==> src/design/line_sync_pkg.sv <==
package line_sync_pkg;
  // Register offsets on the control port
  localparam logic [7:0] ADDR_PHASE    = 8'h04;
  localparam logic [7:0] ADDR_WIDTH    = 8'h07;
  localparam logic [7:0] ADDR_POLARITY = 8'h10;
  localparam logic [7:0] ADDR_HOLDOVER = 8'h11;
  // Reset values
  localparam logic [7:0] RST_PHASE     = 8'h00;
  localparam logic [7:0] RST_WIDTH     = 8'h20;
  localparam logic [7:0] RST_POLARITY  = 8'h00;
  localparam logic [7:0] RST_HOLDOVER  = 8'h00;
  // Field positions
  localparam int PHASE_LSB             = 3;
  localparam int POL_DETECTED_BIT      = 0;
  localparam int POL_OUT_LOW_BIT       = 5;
  localparam int POL_IN_HIGH_BIT       = 6;
  localparam int POL_MANUAL_BIT        = 7;
  localparam int HOLD_LSB              = 1;
  localparam int HOLD_MSB              = 3;
  // Pixel clock geometry: one pixel is 32 phase steps of sys_clk
  localparam int PHASE_STEPS           = 32;
  localparam int PHASE_W               = 5;
  localparam logic [4:0] HALF_PERIOD   = 5'h10;
  // Line period tracking
  localparam int GAP_W                 = 16;
  localparam logic [15:0] GAP_MAX      = 16'hFFFF;
  localparam int TOL_SHIFT             = 2;
  // Polarity detector
  localparam logic [7:0] POL_CNT_INIT  = 8'h80;
  localparam logic [7:0] POL_CNT_MAX   = 8'hFF;
  localparam logic [7:0] POL_CNT_MIN   = 8'h00;
endpackage : line_sync_pkg

==> src/design/sync_polarity_detect.sv <==
`timescale 1ns/1ps
module sync_polarity_detect
  import line_sync_pkg::*;
(
  input  wire logic sys_clk,
  input  wire logic rst,
  input  wire logic hsync_pin,
  input  wire logic manual,
  input  wire logic manual_high,
  output logic      sync_norm,
  output logic      detected_low
);
  logic       meta;
  logic       synced;
  logic [7:0] pol_cnt;
  logic [7:0] next_pol_cnt;
  logic       next_sync_norm;
  logic       active_low;
  logic       settled;
  logic       next_settled;

  // Two flops before anything looks at the pin
  always_ff @(posedge sys_clk) begin
    if (rst) begin
      meta   <= 1'b0;
      synced <= 1'b0;
    end else begin
      meta   <= hsync_pin;
      synced <= meta;
    end
  end

  // Sync pulses are short, so the level seen most of the time is the idle level
  always_comb begin
    next_pol_cnt = pol_cnt;
    if (synced && pol_cnt != POL_CNT_MAX) begin
      next_pol_cnt = pol_cnt + 8'h01;
    end else if (!synced && pol_cnt != POL_CNT_MIN) begin
      next_pol_cnt = pol_cnt - 8'h01;
    end
    active_low     = manual ? !manual_high : pol_cnt[7];
    // Idle level is unknown until the counter saturates once; holding the output
    // inactive until then keeps start-up from faking a leading edge
    next_settled   = settled || manual || pol_cnt == POL_CNT_MAX || pol_cnt == POL_CNT_MIN;
    next_sync_norm = settled && (synced ^ active_low);
  end

  always_ff @(posedge sys_clk) begin
    if (rst) begin
      pol_cnt      <= POL_CNT_INIT;
      settled      <= 1'b0;
      sync_norm    <= 1'b0;
      detected_low <= 1'b1;
    end else begin
      pol_cnt      <= next_pol_cnt;
      settled      <= next_settled;
      sync_norm    <= next_sync_norm;
      detected_low <= pol_cnt[7];
    end
  end
endmodule : sync_polarity_detect

==> src/design/hsync_output_coast_ctrl.sv <==
// Behaviour
// - Data clock rises halfway between pixel data transitions.
// - Incoming line sync leading edge restarts the pixel clock generator.
// - Sampling phase steps through a full pixel in 32 equal steps.
// - Input sync polarity is detected; output polarity chosen by a bit.
// - Line sync output changes only with the pixel data, on data clock, or when the output polarity bit is written.
// - Line sync output lasts the programmed number of pixel clocks.
// - Holdover is generated internally from line sync timing.
// - During holdover, sync is blocked from generator; clock free-runs.
// - Each step is 1/32 pixel; line sync output shifts equally.
`timescale 1ns/1ps
module hsync_output_coast_ctrl
  import line_sync_pkg::*;
(
  input  wire logic       sys_clk,
  input  wire logic       rst,
  input  wire logic       hsync_in,
  input  wire logic [7:0] pixel_data_in,
  input  wire logic [7:0] reg_addr,
  input  wire logic [7:0] reg_wdata,
  input  wire logic       reg_we,
  output logic      [7:0] reg_rdata,
  output logic      [7:0] pixel_data_out,
  output logic            pixel_data_clock_out,
  output logic            line_sync_out,
  output logic            pll_ref_out,
  output logic            holdover_active
);
  ////////////////////////////////////////////////////////////////////////////
  logic [7:0]         sampling_phase_adjust;
  logic [7:0]         line_sync_out_width;
  logic [7:0]         sync_polarity_control;
  logic [7:0]         holdover_control;
  logic [7:0]         next_rdata;
  logic               sync_norm;
  logic               detected_low;
  logic               sync_d;
  logic [7:0]         data_meta;
  logic [7:0]         data_sync;
  logic [PHASE_W-1:0] sub_cnt;
  logic [PHASE_W-1:0] phase;
  logic [GAP_W-1:0]   gap_cnt;
  logic [GAP_W-1:0]   ref_period;
  logic               edge_pending;
  logic [7:0]         width_cnt;
  logic               coast;
  logic [PHASE_W-1:0] next_sub_cnt;
  logic [GAP_W-1:0]   next_gap_cnt;
  logic [GAP_W-1:0]   next_ref_period;
  logic               next_edge_pending;
  logic [7:0]         next_width_cnt;
  logic               next_coast;
  logic [7:0]         next_data_out;
  logic               next_dclk;
  logic               next_line_sync;
  logic               next_pll_ref;
  logic               lead_edge;
  logic               good_edge;
  logic               pix_tick;
  logic               rise_tick;
  logic               coast_en;
  logic [GAP_W-1:0]   tol;

  ////////////////////////////////////////////////////////////////////////////
  // Register port; writes take effect at the next edge
  always_comb begin
    case (reg_addr)
      ADDR_PHASE:    next_rdata = sampling_phase_adjust;
      ADDR_WIDTH:    next_rdata = line_sync_out_width;
      ADDR_POLARITY: next_rdata = {sync_polarity_control[7:1], detected_low};
      ADDR_HOLDOVER: next_rdata = holdover_control;
      default:       next_rdata = 8'h00; // Unmapped reads as zero
    endcase
  end

  always_ff @(posedge sys_clk) begin
    if (rst) begin
      sampling_phase_adjust <= RST_PHASE;
      line_sync_out_width   <= RST_WIDTH;
      sync_polarity_control <= RST_POLARITY;
      holdover_control      <= RST_HOLDOVER;
      reg_rdata             <= 8'h00;
    end else begin
      reg_rdata <= next_rdata;
      if (reg_we && reg_addr == ADDR_PHASE)    sampling_phase_adjust <= reg_wdata;
      if (reg_we && reg_addr == ADDR_WIDTH)    line_sync_out_width   <= reg_wdata;
      if (reg_we && reg_addr == ADDR_POLARITY) sync_polarity_control <= reg_wdata;
      if (reg_we && reg_addr == ADDR_HOLDOVER) holdover_control      <= reg_wdata;
    end
  end

  ////////////////////////////////////////////////////////////////////////////
  // Input sync normalised to active high
  sync_polarity_detect u_pol (
    .sys_clk      (sys_clk),
    .rst          (rst),
    .hsync_pin    (hsync_in),
    .manual       (sync_polarity_control[POL_MANUAL_BIT]),
    .manual_high  (sync_polarity_control[POL_IN_HIGH_BIT]),
    .sync_norm    (sync_norm),
    .detected_low (detected_low)
  );

  // Pixel data pins pass two flops
  always_ff @(posedge sys_clk) begin
    if (rst) begin
      data_meta <= 8'h00;
      data_sync <= 8'h00;
      sync_d    <= 1'b0;
    end else begin
      data_meta <= pixel_data_in;
      data_sync <= data_meta;
      sync_d    <= sync_norm;
    end
  end

  ////////////////////////////////////////////////////////////////////////////
  // Clock generation, holdover and line sync output
  always_comb begin
    phase     = sampling_phase_adjust[PHASE_LSB +: PHASE_W];
    coast_en  = holdover_control[HOLD_MSB:HOLD_LSB] != 3'h0;
    lead_edge = sync_norm && !sync_d;
    tol       = ref_period >> TOL_SHIFT;
    // An edge far too early is an equalization pulse; when enabled it sets holdover instead of restarting
    good_edge = lead_edge && (!coast_en || ref_period == '0 ||
                              gap_cnt >= ref_period - tol);
    pix_tick  = sub_cnt == phase;
    rise_tick = sub_cnt == phase + HALF_PERIOD;

    next_gap_cnt    = (gap_cnt == GAP_MAX) ? gap_cnt : gap_cnt + 16'h0001;
    next_ref_period = ref_period;
    next_coast      = coast;
    if (good_edge) begin
      next_gap_cnt    = '0;
      next_ref_period = gap_cnt;
      next_coast      = 1'b0;
    end else if (coast_en && lead_edge) begin
      next_coast = 1'b1;
    end else if (coast_en && ref_period != '0 &&
                 {1'b0, gap_cnt} > {1'b0, ref_period} + {1'b0, tol}) begin
      // One extra bit so a long line period plus tolerance cannot wrap
      next_coast = 1'b1; // missing sync
    end
    if (!coast_en) begin
      next_coast = 1'b0;
    end

    // Reference edge restarts the phase counter; holdover lets it free-run
    if (good_edge && !coast) begin
      next_sub_cnt = '0;
    end else begin
      next_sub_cnt = sub_cnt + 5'h01;
    end
    next_pll_ref = sync_norm && !coast;

    // Set wins over the clear done at the pixel tick
    next_edge_pending = edge_pending;
    next_width_cnt    = width_cnt;
    next_data_out     = pixel_data_out;
    if (pix_tick) begin
      next_data_out     = data_sync;
      next_edge_pending = 1'b0;
      if (edge_pending) begin
        next_width_cnt = line_sync_out_width;
      end else if (width_cnt != 8'h00) begin
        next_width_cnt = width_cnt - 8'h01;
      end
    end
    if (good_edge) begin
      next_edge_pending = 1'b1;
    end
    next_line_sync = (next_width_cnt != 8'h00) ^
                     sync_polarity_control[POL_OUT_LOW_BIT];

    next_dclk = pixel_data_clock_out;
    if (rise_tick) begin
      next_dclk = 1'b1;
    end else if (pix_tick) begin
      next_dclk = 1'b0;
    end
  end

  always_ff @(posedge sys_clk) begin
    if (rst) begin
      sub_cnt              <= '0;
      gap_cnt              <= '0;
      ref_period           <= '0;
      coast                <= 1'b0;
      edge_pending         <= 1'b0;
      width_cnt            <= 8'h00;
      pixel_data_out       <= 8'h00;
      pixel_data_clock_out <= 1'b0;
      line_sync_out        <= 1'b0;
      pll_ref_out          <= 1'b0;
      holdover_active      <= 1'b0;
    end else begin
      sub_cnt              <= next_sub_cnt;
      gap_cnt              <= next_gap_cnt;
      ref_period           <= next_ref_period;
      coast                <= next_coast;
      edge_pending         <= next_edge_pending;
      width_cnt            <= next_width_cnt;
      pixel_data_out       <= next_data_out;
      pixel_data_clock_out <= next_dclk;
      line_sync_out        <= next_line_sync;
      pll_ref_out          <= next_pll_ref;
      holdover_active      <= next_coast;
    end
  end

  ////////////////////////////////////////////////////////////////////////////
  // Checks
  property p_dclk_rise;
    @(posedge sys_clk) disable iff (rst)
      rise_tick |=> pixel_data_clock_out && $stable(pixel_data_out);
  endproperty
  a_dclk_rise: assert property (p_dclk_rise) else $error("clock rise not mid data");

  property p_ref_restart;
    @(posedge sys_clk) disable iff (rst)
      (good_edge && !coast) |=> sub_cnt == 5'h00;
  endproperty
  a_ref_restart: assert property (p_ref_restart) else $error("no restart on sync");

  property p_phase_tick;
    @(posedge sys_clk) disable iff (rst)
      $changed(pixel_data_out) |-> $past(sub_cnt) == $past(phase);
  endproperty
  a_phase_tick: assert property (p_phase_tick) else $error("data off phase");

  property p_out_pol;
    @(posedge sys_clk) disable iff (rst)
      width_cnt == 8'h00 && $past(width_cnt) == 8'h00 |->
        line_sync_out == $past(sync_polarity_control[POL_OUT_LOW_BIT]);
  endproperty
  a_out_pol: assert property (p_out_pol) else $error("idle level wrong");

  property p_sync_align;
    @(posedge sys_clk) disable iff (rst)
      $changed(line_sync_out) && $stable(sync_polarity_control) |->
        $fell(pixel_data_clock_out) || $past(sub_cnt) == $past(phase);
  endproperty
  a_sync_align: assert property (p_sync_align) else $error("sync not on tick");

  property p_width_load;
    @(posedge sys_clk) disable iff (rst)
      (pix_tick && edge_pending) |=> width_cnt == $past(line_sync_out_width);
  endproperty
  a_width_load: assert property (p_width_load) else $error("width not loaded");

  property p_coast_early;
    @(posedge sys_clk) disable iff (rst)
      (lead_edge && !good_edge && coast_en) |=> ##1 holdover_active;
  endproperty
  a_coast_early: assert property (p_coast_early) else $error("holdover missed");

  property p_coast_block;
    @(posedge sys_clk) disable iff (rst)
      coast |=> !pll_ref_out;
  endproperty
  a_coast_block: assert property (p_coast_block) else $error("ref not blocked");

  property p_free_run;
    @(posedge sys_clk) disable iff (rst)
      coast |=> sub_cnt == $past(sub_cnt) + 5'h01;
  endproperty
  a_free_run: assert property (p_free_run) else $error("clock not free running");

  c_pulse: cover property (@(posedge sys_clk) disable iff (rst)
    $rose(width_cnt != 8'h00) ##[1:300] width_cnt == 8'h00);
  c_coast: cover property (@(posedge sys_clk) disable iff (rst) $rose(holdover_active));
  c_recover: cover property (@(posedge sys_clk) disable iff (rst) $fell(holdover_active));
endmodule : hsync_output_coast_ctrl

==> config.mk <==
export PLATFORM = sky130hd
export DESIGN_NAME = hsync_output_coast_ctrl
export DESIGN_NICKNAME = d
export VERILOG_FILES = /design/src/design/line_sync_pkg.sv /design/src/design/sync_polarity_detect.sv /design/src/design/hsync_output_coast_ctrl.sv
export SDC_FILE = /design/constraint.sdc
export NUM_CORES = 1
export LEC_CHECK = 0
export ABC_AREA = 1
export BUFFER_PORTS_ARGS = -buffer_cell sky130_fd_sc_hd__buf_4
export CELL_PAD_IN_SITES_DETAIL_PLACEMENT = 1
export CELL_PAD_IN_SITES_GLOBAL_PLACEMENT = 1
export CORE_UTILIZATION = 41
export DETAILED_ROUTE_END_ITERATION = 12
export HOLD_SLACK_MARGIN = 0.06
export PLACE_DENSITY = 0.84
export SLEW_MARGIN = 10
export SYNTH_ARGS = -nofsm -noshare
export SYNTH_HDL_FRONTEND = slang
export SYNTH_SLANG_ARGS = --single-unit
export TNS_END_PERCENT = 100
==> constraint.sdc <==
create_clock -name sys_clk -period 3.2 [get_ports sys_clk]
set_input_delay 0.48 -clock sys_clk [delete_from_list [all_inputs] [get_ports sys_clk]]
set_output_delay 0.48 -clock sys_clk [all_outputs]
set_load 0.05 [all_outputs]
==> results_dict.tcl, run 1 <==
set metrics [dict create \
    worstPathRequired_ns 3.55 \
    synth_flop_cell "dfxtp_1" \
    rows 49 \
    cp.buffers_inverters 3 \
    slew_headroom 0.1557 \
    hold_viol_final 0 \
    cp.depth 18 \
    synth_nets 1144 \
    power_switching_w 0.002497 \
    power_frac_seq 0.288 \
    clockPowerShare 0.313 \
    crit_chain "inv_1, ha_4, a21oi_1, nand2_1, buf_4, a21oi_2, o21ai_1, a31oi_1, xor2_1, ha_1, a21oi_2, o21ai_2, a21oi_2, nand4_1, nand2_4, buf_6, nand2_8, a31oi_4" \
    portBuffers 47 \
    num_vias 7694 \
    max_freq_ghz 0.2929 \
    clock_path_buffers 2 \
    fin_skew_ns 0.007093 \
    dp.cells 1343 \
    holdWs_ns 0.2522 \
    avgSynthCellArea_um2 7.273 \
    synthesis.area_mm2 0.007586 \
    fin_nets 1245 \
    core_area_mm2 0.01802 \
    numCtsBuffers 17 \
    ir_drop_v 0.0004123 \
    grt_pass1_vias 7871 \
    stdcell_count 1386 \
    track_usage 0.2608 \
    r2r_slack_ns -0.21 \
    antenna_cells 0 \
    max_stage_delay_ns 0.35 \
    ys_seq_area_frac 0.3351 \
    dr.pass1.iters 5 \
    overflow 0 \
    synthArstFlopShare 0 \
    ys_types 49 \
    layout_setup_ws_ns -0.2136 \
    dieArea_mm2 0.01905 \
    fin_util 0.5369 \
    wl_per_cell_um 19.52 \
    globalplace.congestion 0.8931 \
    htreeDepth 4 \
    synth.yosys.warnings 0 \
    endpoint "gap_cnt[8]$_SDFFE_PP0P_" \
    worst_pin_slew_ns 1.265 \
    finalSetupViolations 39 \
    synth-edff-count 0 \
    cts_root_buf "clkbuf_16" \
    p_sw_frac 0.3944 \
    ant_nets 0 \
    criticalPathCategory "register to register" \
    slew_violations 0 \
    crit_top_cell "a21oi_2" \
    violations "negative setup slack" \
    min_from "pixel_data_in[0]" \
    grt_max_degree 44 \
    fin_setup_tns_ns -6.311 \
    avgViaCountPerCell 5.551 \
    drc_errors 0 \
    end_kind "register" \
    rsz0062_at_grt "yes" \
    critPathLaunchType "register" \
    antenna_found_initial 0 \
    cp_top_family "compound AO/OA/AOI/OAI gates" \
    cts.clk_slew.worst_paths_ns 0.06 \
    drive_gt1_frac 0.2394 \
    fin_crit_ns 3.414 \
    powerDensity_mw_per_mm2 654.2 \
    initial_core_util 0.4209 \
    area_growth_syn_to_layout_pct 27.58 \
    combPwrFrac 0.399 \
    status "finished, violations left" \
    clock-sinks 127 \
    synthCells 1043 \
    hpwl_um 17070 \
    r2r-start "ref_period[4]$_SDFFE_PP0P_" \
    cts_tree "yes" \
    crit_slowest_cell "dfxtp_1" \
    grt_pass1_wl_um 39890 \
    internal_power_w 0.003834 \
    die_h_um 138.0 \
    ys_seq_elements 127 \
    reg2reg_depth 18 \
    rr_endpoint "gap_cnt[8]$_SDFFE_PP0P_" \
    drt_iter0_drc 443 \
    maxCapViolations 0 \
    critPathArrivalTime_ns 3.77 \
    die_width_um 138.0 \
    clkLatencyLatePin_ns 0.43 \
    wirelength_um 27060 \
    hold_buffers 0 \
    period_share 1.067 \
    io_pins 48 \
    path_max_fanout 8 \
    min_path_type "input port to register" \
    crit_path_start "ref_period[4]$_SDFFE_PP0P_" \
    p_leak_nw 4.397 \
    p_total_w 0.006331 \
]
-- routing by layer --
layer | global-route usage | vias to the layer above | share of wire
met5 | 0 | - | 0
met4 | 0.09774 | 0 | 0.033
met3 | 0.03879 | 72 | 0.046
met2 | 0.4513 | 252 | 0.50
met1 | 0.3265 | 3770 | 0.42
li1 | - | 3600 | -
-- how the worst min path moves through the flow --
stage,to,slack [ns],depth (start not counted)
after global placement,data_sync[7]$_SDFF_PP0_,0.39,2
final,data_meta[0]$_SDFF_PP0_,0.25,3
after global routing,data_meta[1]$_SDFF_PP0_,0.26,3
after CTS,data_meta[0]$_SDFF_PP0_,0.24,3
after floorplan,data_sync[0]$_SDFF_PP0_,0.39,2
after detailed placement,data_sync[6]$_SDFF_PP0_,0.40,2
-- worst register-to-register path, delay by kind of cell (launching register included) --
family | cells | cell delay (ns)
compound gates | 8 | 1.24
xor+xnor | 1 | 0.18
fa+ha+maj | 2 | 0.53
buf+inv | 3 | 0.44
flops | 1 | 0.35
simple gates | 4 | 0.61
-- through the flow --
stage	setup WS, ns	area (um2)
global placement	-0.1839	8478
finish	-0.2136	9678
floorplan	0.1571	7586
CTS	-0.02530	9304
detailed placement	-0.3459	8478
global route	-0.3553	9678
-- cells in the mapped netlist (3+ instances only) --
master,n,area share
nand2_2,4,0.0033
a21oi_2,3,0.0035
buf_2,5,0.0033
nor2_2,4,0.0033
a21oi_1,98,0.065
a31oi_1,5,0.0041
clkbuf_1,15,0.0074
buf_4,3,0.0030
dfxtp_1,127,0.34
nor2_4,4,0.0059
ha_1,70,0.12
nand2_1,170,0.084
o21bai_1,3,0.0030
nand2_4,4,0.0059
nor3_1,15,0.0099
inv_1,147,0.073
o211ai_1,3,0.0030
o21ai_1,4,0.0026
buf_6,3,0.0045
xor2_1,40,0.046
nand3_1,39,0.026
o21ai_0,65,0.043
a221oi_1,9,0.010
inv_2,4,0.0020
nand4_1,16,0.013
xnor2_1,9,0.010
o22ai_1,6,0.0049
fa_1,3,0.0079
nor4_1,5,0.0041
nor2_1,138,0.068
-- cell families after synthesis --
kind of cell / synth area share
AO/OA/AOI/OAI: 0.1542
flip-flops: 0.3351
buffers and inverters: 0.09352
adder cells (fa/ha/maj): 0.1234
AND/OR/NAND/NOR: 0.2350
XOR/XNOR: 0.05872
-- layout make-up --
class | instances | area, um2
Clock inverter | 14 | 156.4
Clock buffer | 18 | 429.2
Timing Repair Buffer | 108 | 842.1
Inverter | 151 | 571.8
Sequential cell | 127 | 2560
Tap cell | 229 | 286.5
Fill cell | 2255 | 8347
Multi-Input combinational cell | 739 | 4832
-- power groups by stage --
stage / sequential [W] / clock, W / combinational (W)
2_1_floorplan: 0.00184 / 0 / 0.00143
3_3_place_gp: 0.00184 / 0 / 0.00189
3_5_place_dp: 0.00184 / 0 / 0.00197
4_1_cts: 0.00181 / 0.00200 / 0.00218
5_1_grt: 0.00183 / 0.00207 / 0.00276
6_report: 0.00182 / 0.00198 / 0.00253
-- state kept, by name (all words and copies together), names as in the netlist, 5 cells and up --
signal,count
holdover_control,8
ref_period,16
pixel_data_out,8
data_meta,8
line_sync_out_width,8
u_pol.pol_cnt,8
sub_cnt,5
sync_polarity_control,7
width_cnt,8
sampling_phase_adjust,8
gap_cnt,16
data_sync,8
reg_rdata,8
-- timing repair --
action / in CTS / in global routing
gates cloned: 2 / 0
endpoints found under the setup margin: 39 / 39
resized for setup: 63 / 84
buffers inserted: 3 / 7
pin swaps: 17 / 39
-- placed cells by master, fill, tap and decap left out, types with 6 or more instances in the layout --
master and count:
a21oi_1 78, inv_2 11, nor2_2 22, o21ai_1 12, inv_1 138, o21ai_2 10
nand4_1 16, xor2_1 36, nand2_2 8, xnor2_1 9, a21oi_2 22, nand3_1 33
a221oi_1 9, nand2_1 163, o21ai_0 48, nand2_4 6, dfxtp_1 119, o22ai_1 6
buf_4 102, clkbuf_16 17, ha_4 8, nor2_1 119, nor3_1 13, ha_1 61
No activity file was read; power rests on OpenSTA's default activity.
==> inputs of run 2 (changes only) <==
- ABC_AREA: 1 -> 0
- CTS_BUF_LIST: not set -> sky130_fd_sc_hd__clkbuf_8
- PLACE_DENSITY: 0.84 -> 0.82
- clock period: 3.2 -> 2.8 ns (I/O delays scaled with it)
==> run 2 against run 1 <==
Effect of this change: the flow still finishes with violations (negative setup slack); worst setup slack worse by 1.1 ns; global-route usage is 3.7 points higher; sequential share of layout area about the same; clock power decreased by 19%; die area shrank 2.7%; non-clock buffer count grew 70; core utilization grew 1.8 points; via count rose by 1.2%; hold slack worse by 0.081 ns; count of clock-buffer cells in the layout down 1; final cell count shrank 7.1%; register-to-register slack got worse by 1.1 ns; critical endpoint is now coast$_SDFFE_PP0P_; largest cell class unchanged; highest routed layer unchanged.
==> results_dict.tcl, run 2 <==
set metrics [dict create \
    layout_common_cells "buf_4, dfxtp_1, a21oi_1, nand2_1, ha_1" \
    drive_gt1_frac 0.2832 \
    final_common_cell "buf_4" \
    period_share 1.472 \
    finalSetupViolations 39 \
    status "finished, violations left" \
    min_path_type "input port to register" \
    htreeDepth 4 \
    synthArstFlopShare 0 \
    wirelength_um 28450 \
    cts_tree "yes" \
    portBuffers 47 \
    max_freq_ghz 0.2426 \
    grt_pass1_wl_um 42350 \
    cts.clk_slew.worst_paths_ns 0.09 \
    grt_max_degree 74 \
    fin_nets 1151 \
    track_usage 0.2981 \
    wl_per_cell_um 22.09 \
    reg2reg_depth 19 \
    fin_skew_ns 0.01469 \
    clock_path_buffers 2 \
    synthesis.area_mm2 0.007382 \
    ys_seq_elements 127 \
    place_area_mm2 0.008930 \
    slew_violations 0 \
    worst_pin_slew_ns 0.8390 \
    synth_nets 995 \
    dr.pass1.iters 5 \
    fin_area_mm2 0.009661 \
    antenna_found_initial 0 \
    criticalPathCategory "register to register" \
    initial_core_util 0.4239 \
    overflow 0 \
    area_growth_syn_to_layout_pct 30.86 \
    globalplace.congestion 0.8620 \
    synth-edff-count 0 \
    slew_headroom 0.4355 \
    die_width_um 136.2 \
    synth.yosys.warnings 0 \
    drc_errors 0 \
    hold_buffers 0 \
    core_area_mm2 0.01742 \
    critPathArrivalTime_ns 4.49 \
    hpwl_um 18220 \
    synthCells 894 \
    drt_iter0_drc 655 \
    die_h_um 136.2 \
    fin_crit_ns 4.122 \
    ir_drop_v 0.0003375 \
    avgViaCountPerCell 6.043 \
    hold_depth 2 \
    end_kind "register" \
    clkLatencyLatePin_ns 0.47 \
    maxCapViolations 0 \
    pre_cts_ws_ns -1.128 \
    grt_pass1_vias 8193 \
    num_vias 7783 \
    r2r-start "ref_period[2]$_SDFFE_PP0P_" \
    antenna_cells 0 \
    powerDensity_mw_per_mm2 570.7 \
    cts_root_buf "clkbuf_8" \
    crit_path_start "ref_period[2]$_SDFFE_PP0P_" \
    yosys-top-cells-area "dfxtp_1, ha_1, a21oi_1" \
    critPathLaunchType "register" \
    path_max_fanout 6 \
    hold_viol_final 0 \
    r2r_slack_ns -1.32 \
    rsz0062_at_grt "yes" \
    ant_nets 0 \
    io_pins 48 \
    rr_endpoint "coast$_SDFFE_PP0P_" \
    worstPathRequired_ns 3.17 \
    ys_types 68 \
    p_leak_nw 3.942 \
    p_total_w 0.005513 \
    ys_top_cells_by_count "dfxtp_1, a21oi_1, nand2_1, ha_1, nand3_1" \
    rows 48 \
    synth_top_cell_by_area "dfxtp_1" \
    reg_top3 "gap_cnt: 16 flops, ref_period: 16 flops" \
    min_from "pixel_data_in[7]" \
    dieArea_mm2 0.01855 \
    synth_top_area_frac 0.3444 \
    numCtsBuffers 17 \
    clock-sinks 127 \
    avgSynthCellArea_um2 8.257 \
    violations "negative setup slack" \
    synth_most_common_cell "dfxtp_1" \
    holdPathEnd "data_meta[7]$_SDFF_PP0_" \
    synth_flop_cell "dfxtp_1" \
    fillers 2074 \
    layout_setup_ws_ns -1.322 \
    ys_seq_area_frac 0.3444 \
]
run 2: changes by cell type after synthesis, moves of 11 or more:
| cell | delta |
|---|---|
| inv_1 | -107 |
| a21o_1 | +11 |
| xnor2_1 | +29 |
| o21ai_0 | -25 |
| a21oi_1 | +11 |
| nor2_1 | -91 |
| xor2_1 | -27 |
| nand2_1 | -76 |
| clkbuf_1 | +12 |
| nand3_1 | +22 |
| nor2b_1 | +32 |
run 2: cell type report:
class	instances	area (um2)	share of cell area
Sequential cell	127	2556	0.2646
Clock buffer	17	234.0	0.02422
Clock inverter	15	152.6	0.01580
Multi-Input combinational cell	686	4893	0.5065
Timing Repair Buffer	178	1393	0.1442
Tap cell	225	281.5	0.02914
Inverter	40	150.1	0.01554
run 2: routing by layer:
layer	vias to the layer above	global-route usage	part of all wire	wire length, um
met1	3858	0.3550	0.41	11610
met5	-	0	0	0
met2	291	0.5107	0.49	13960
met4	0	0.1364	0.048	1368
li1	3517	-	-	-
met3	117	0.06264	0.053	1514
run 2: cell families (layout without fill, tap and decap cells):
logic type      Yosys count  after routing  share of synthesized area
simple gates            332            332                     0.2325
compound gates          227            227                     0.1866
flops                   127            127                     0.3444
buf+inv                  81            250                    0.04407
fa+ha+maj                73             73                     0.1268
xor+xnor                 52             52                    0.06271
mux                       2              2                   0.002881
run 2: how the worst max path moves through the flow:
stage                                 endpoint  slack [ns]  cells after the start
global placement         sub_cnt[2]$_SDFF_PP0_       -1.02                     18
CTS                      sub_cnt[1]$_SDFF_PP0_       -1.17                     19
floorplan              gap_cnt[7]$_SDFFE_PP0P_       -0.77                     20
detailed placement       sub_cnt[2]$_SDFF_PP0_       -1.13                     18
global route        ref_period[4]$_SDFFE_PP0P_       -1.42                     19
finish                      coast$_SDFFE_PP0P_       -1.32                     19
run 2: per-stage QoR:
step,setup TNS [ns],instances,util,hold slack [ns]
global route,-52.18,1288,0.5547,0.1603
finish,-46.51,1288,0.5547,0.1713
detailed placement,-40.93,1245,0.5127,0.4286
CTS,-43.43,1284,0.5461,0.1565
global placement,-35.76,1245,0.5127,0.4158
floorplan,-27.40,894,-,0.4138
run 2: where the power goes:
part | switching, W | internal, W
Clock | 0.000878 | 0.000732
Combinational | 0.00103 | 0.000749
Sequential | 0.000170 | 0.00195
Total | 0.00208 | 0.00343
run 2: what timing repair did:
item,4_1_cts,5_1_grt
endpoints found under the setup margin,39,41
pin swaps,28,26
buffers inserted,6,3
cloned,1,1
gates resized for setup,50,27
run 2: worst max-delay path, stage by stage (launching register included):
cell,delay (ns)
dfxtp_4,0.36
buf_4,0.16
ha_4,0.26
buf_4,0.15
a211oi_4,0.26
o21bai_2,0.11
a31oi_2,0.21
o211ai_1,0.16
a31o_2,0.27
a21oi_2,0.15
xnor2_1,0.14
ha_1,0.27
buf_4,0.15
a21oi_2,0.15
nor2b_1,0.07
o31ai_2,0.25
o21ai_2,0.11
or3_4,0.39
buf_6,0.16
nor4b_2,0.25
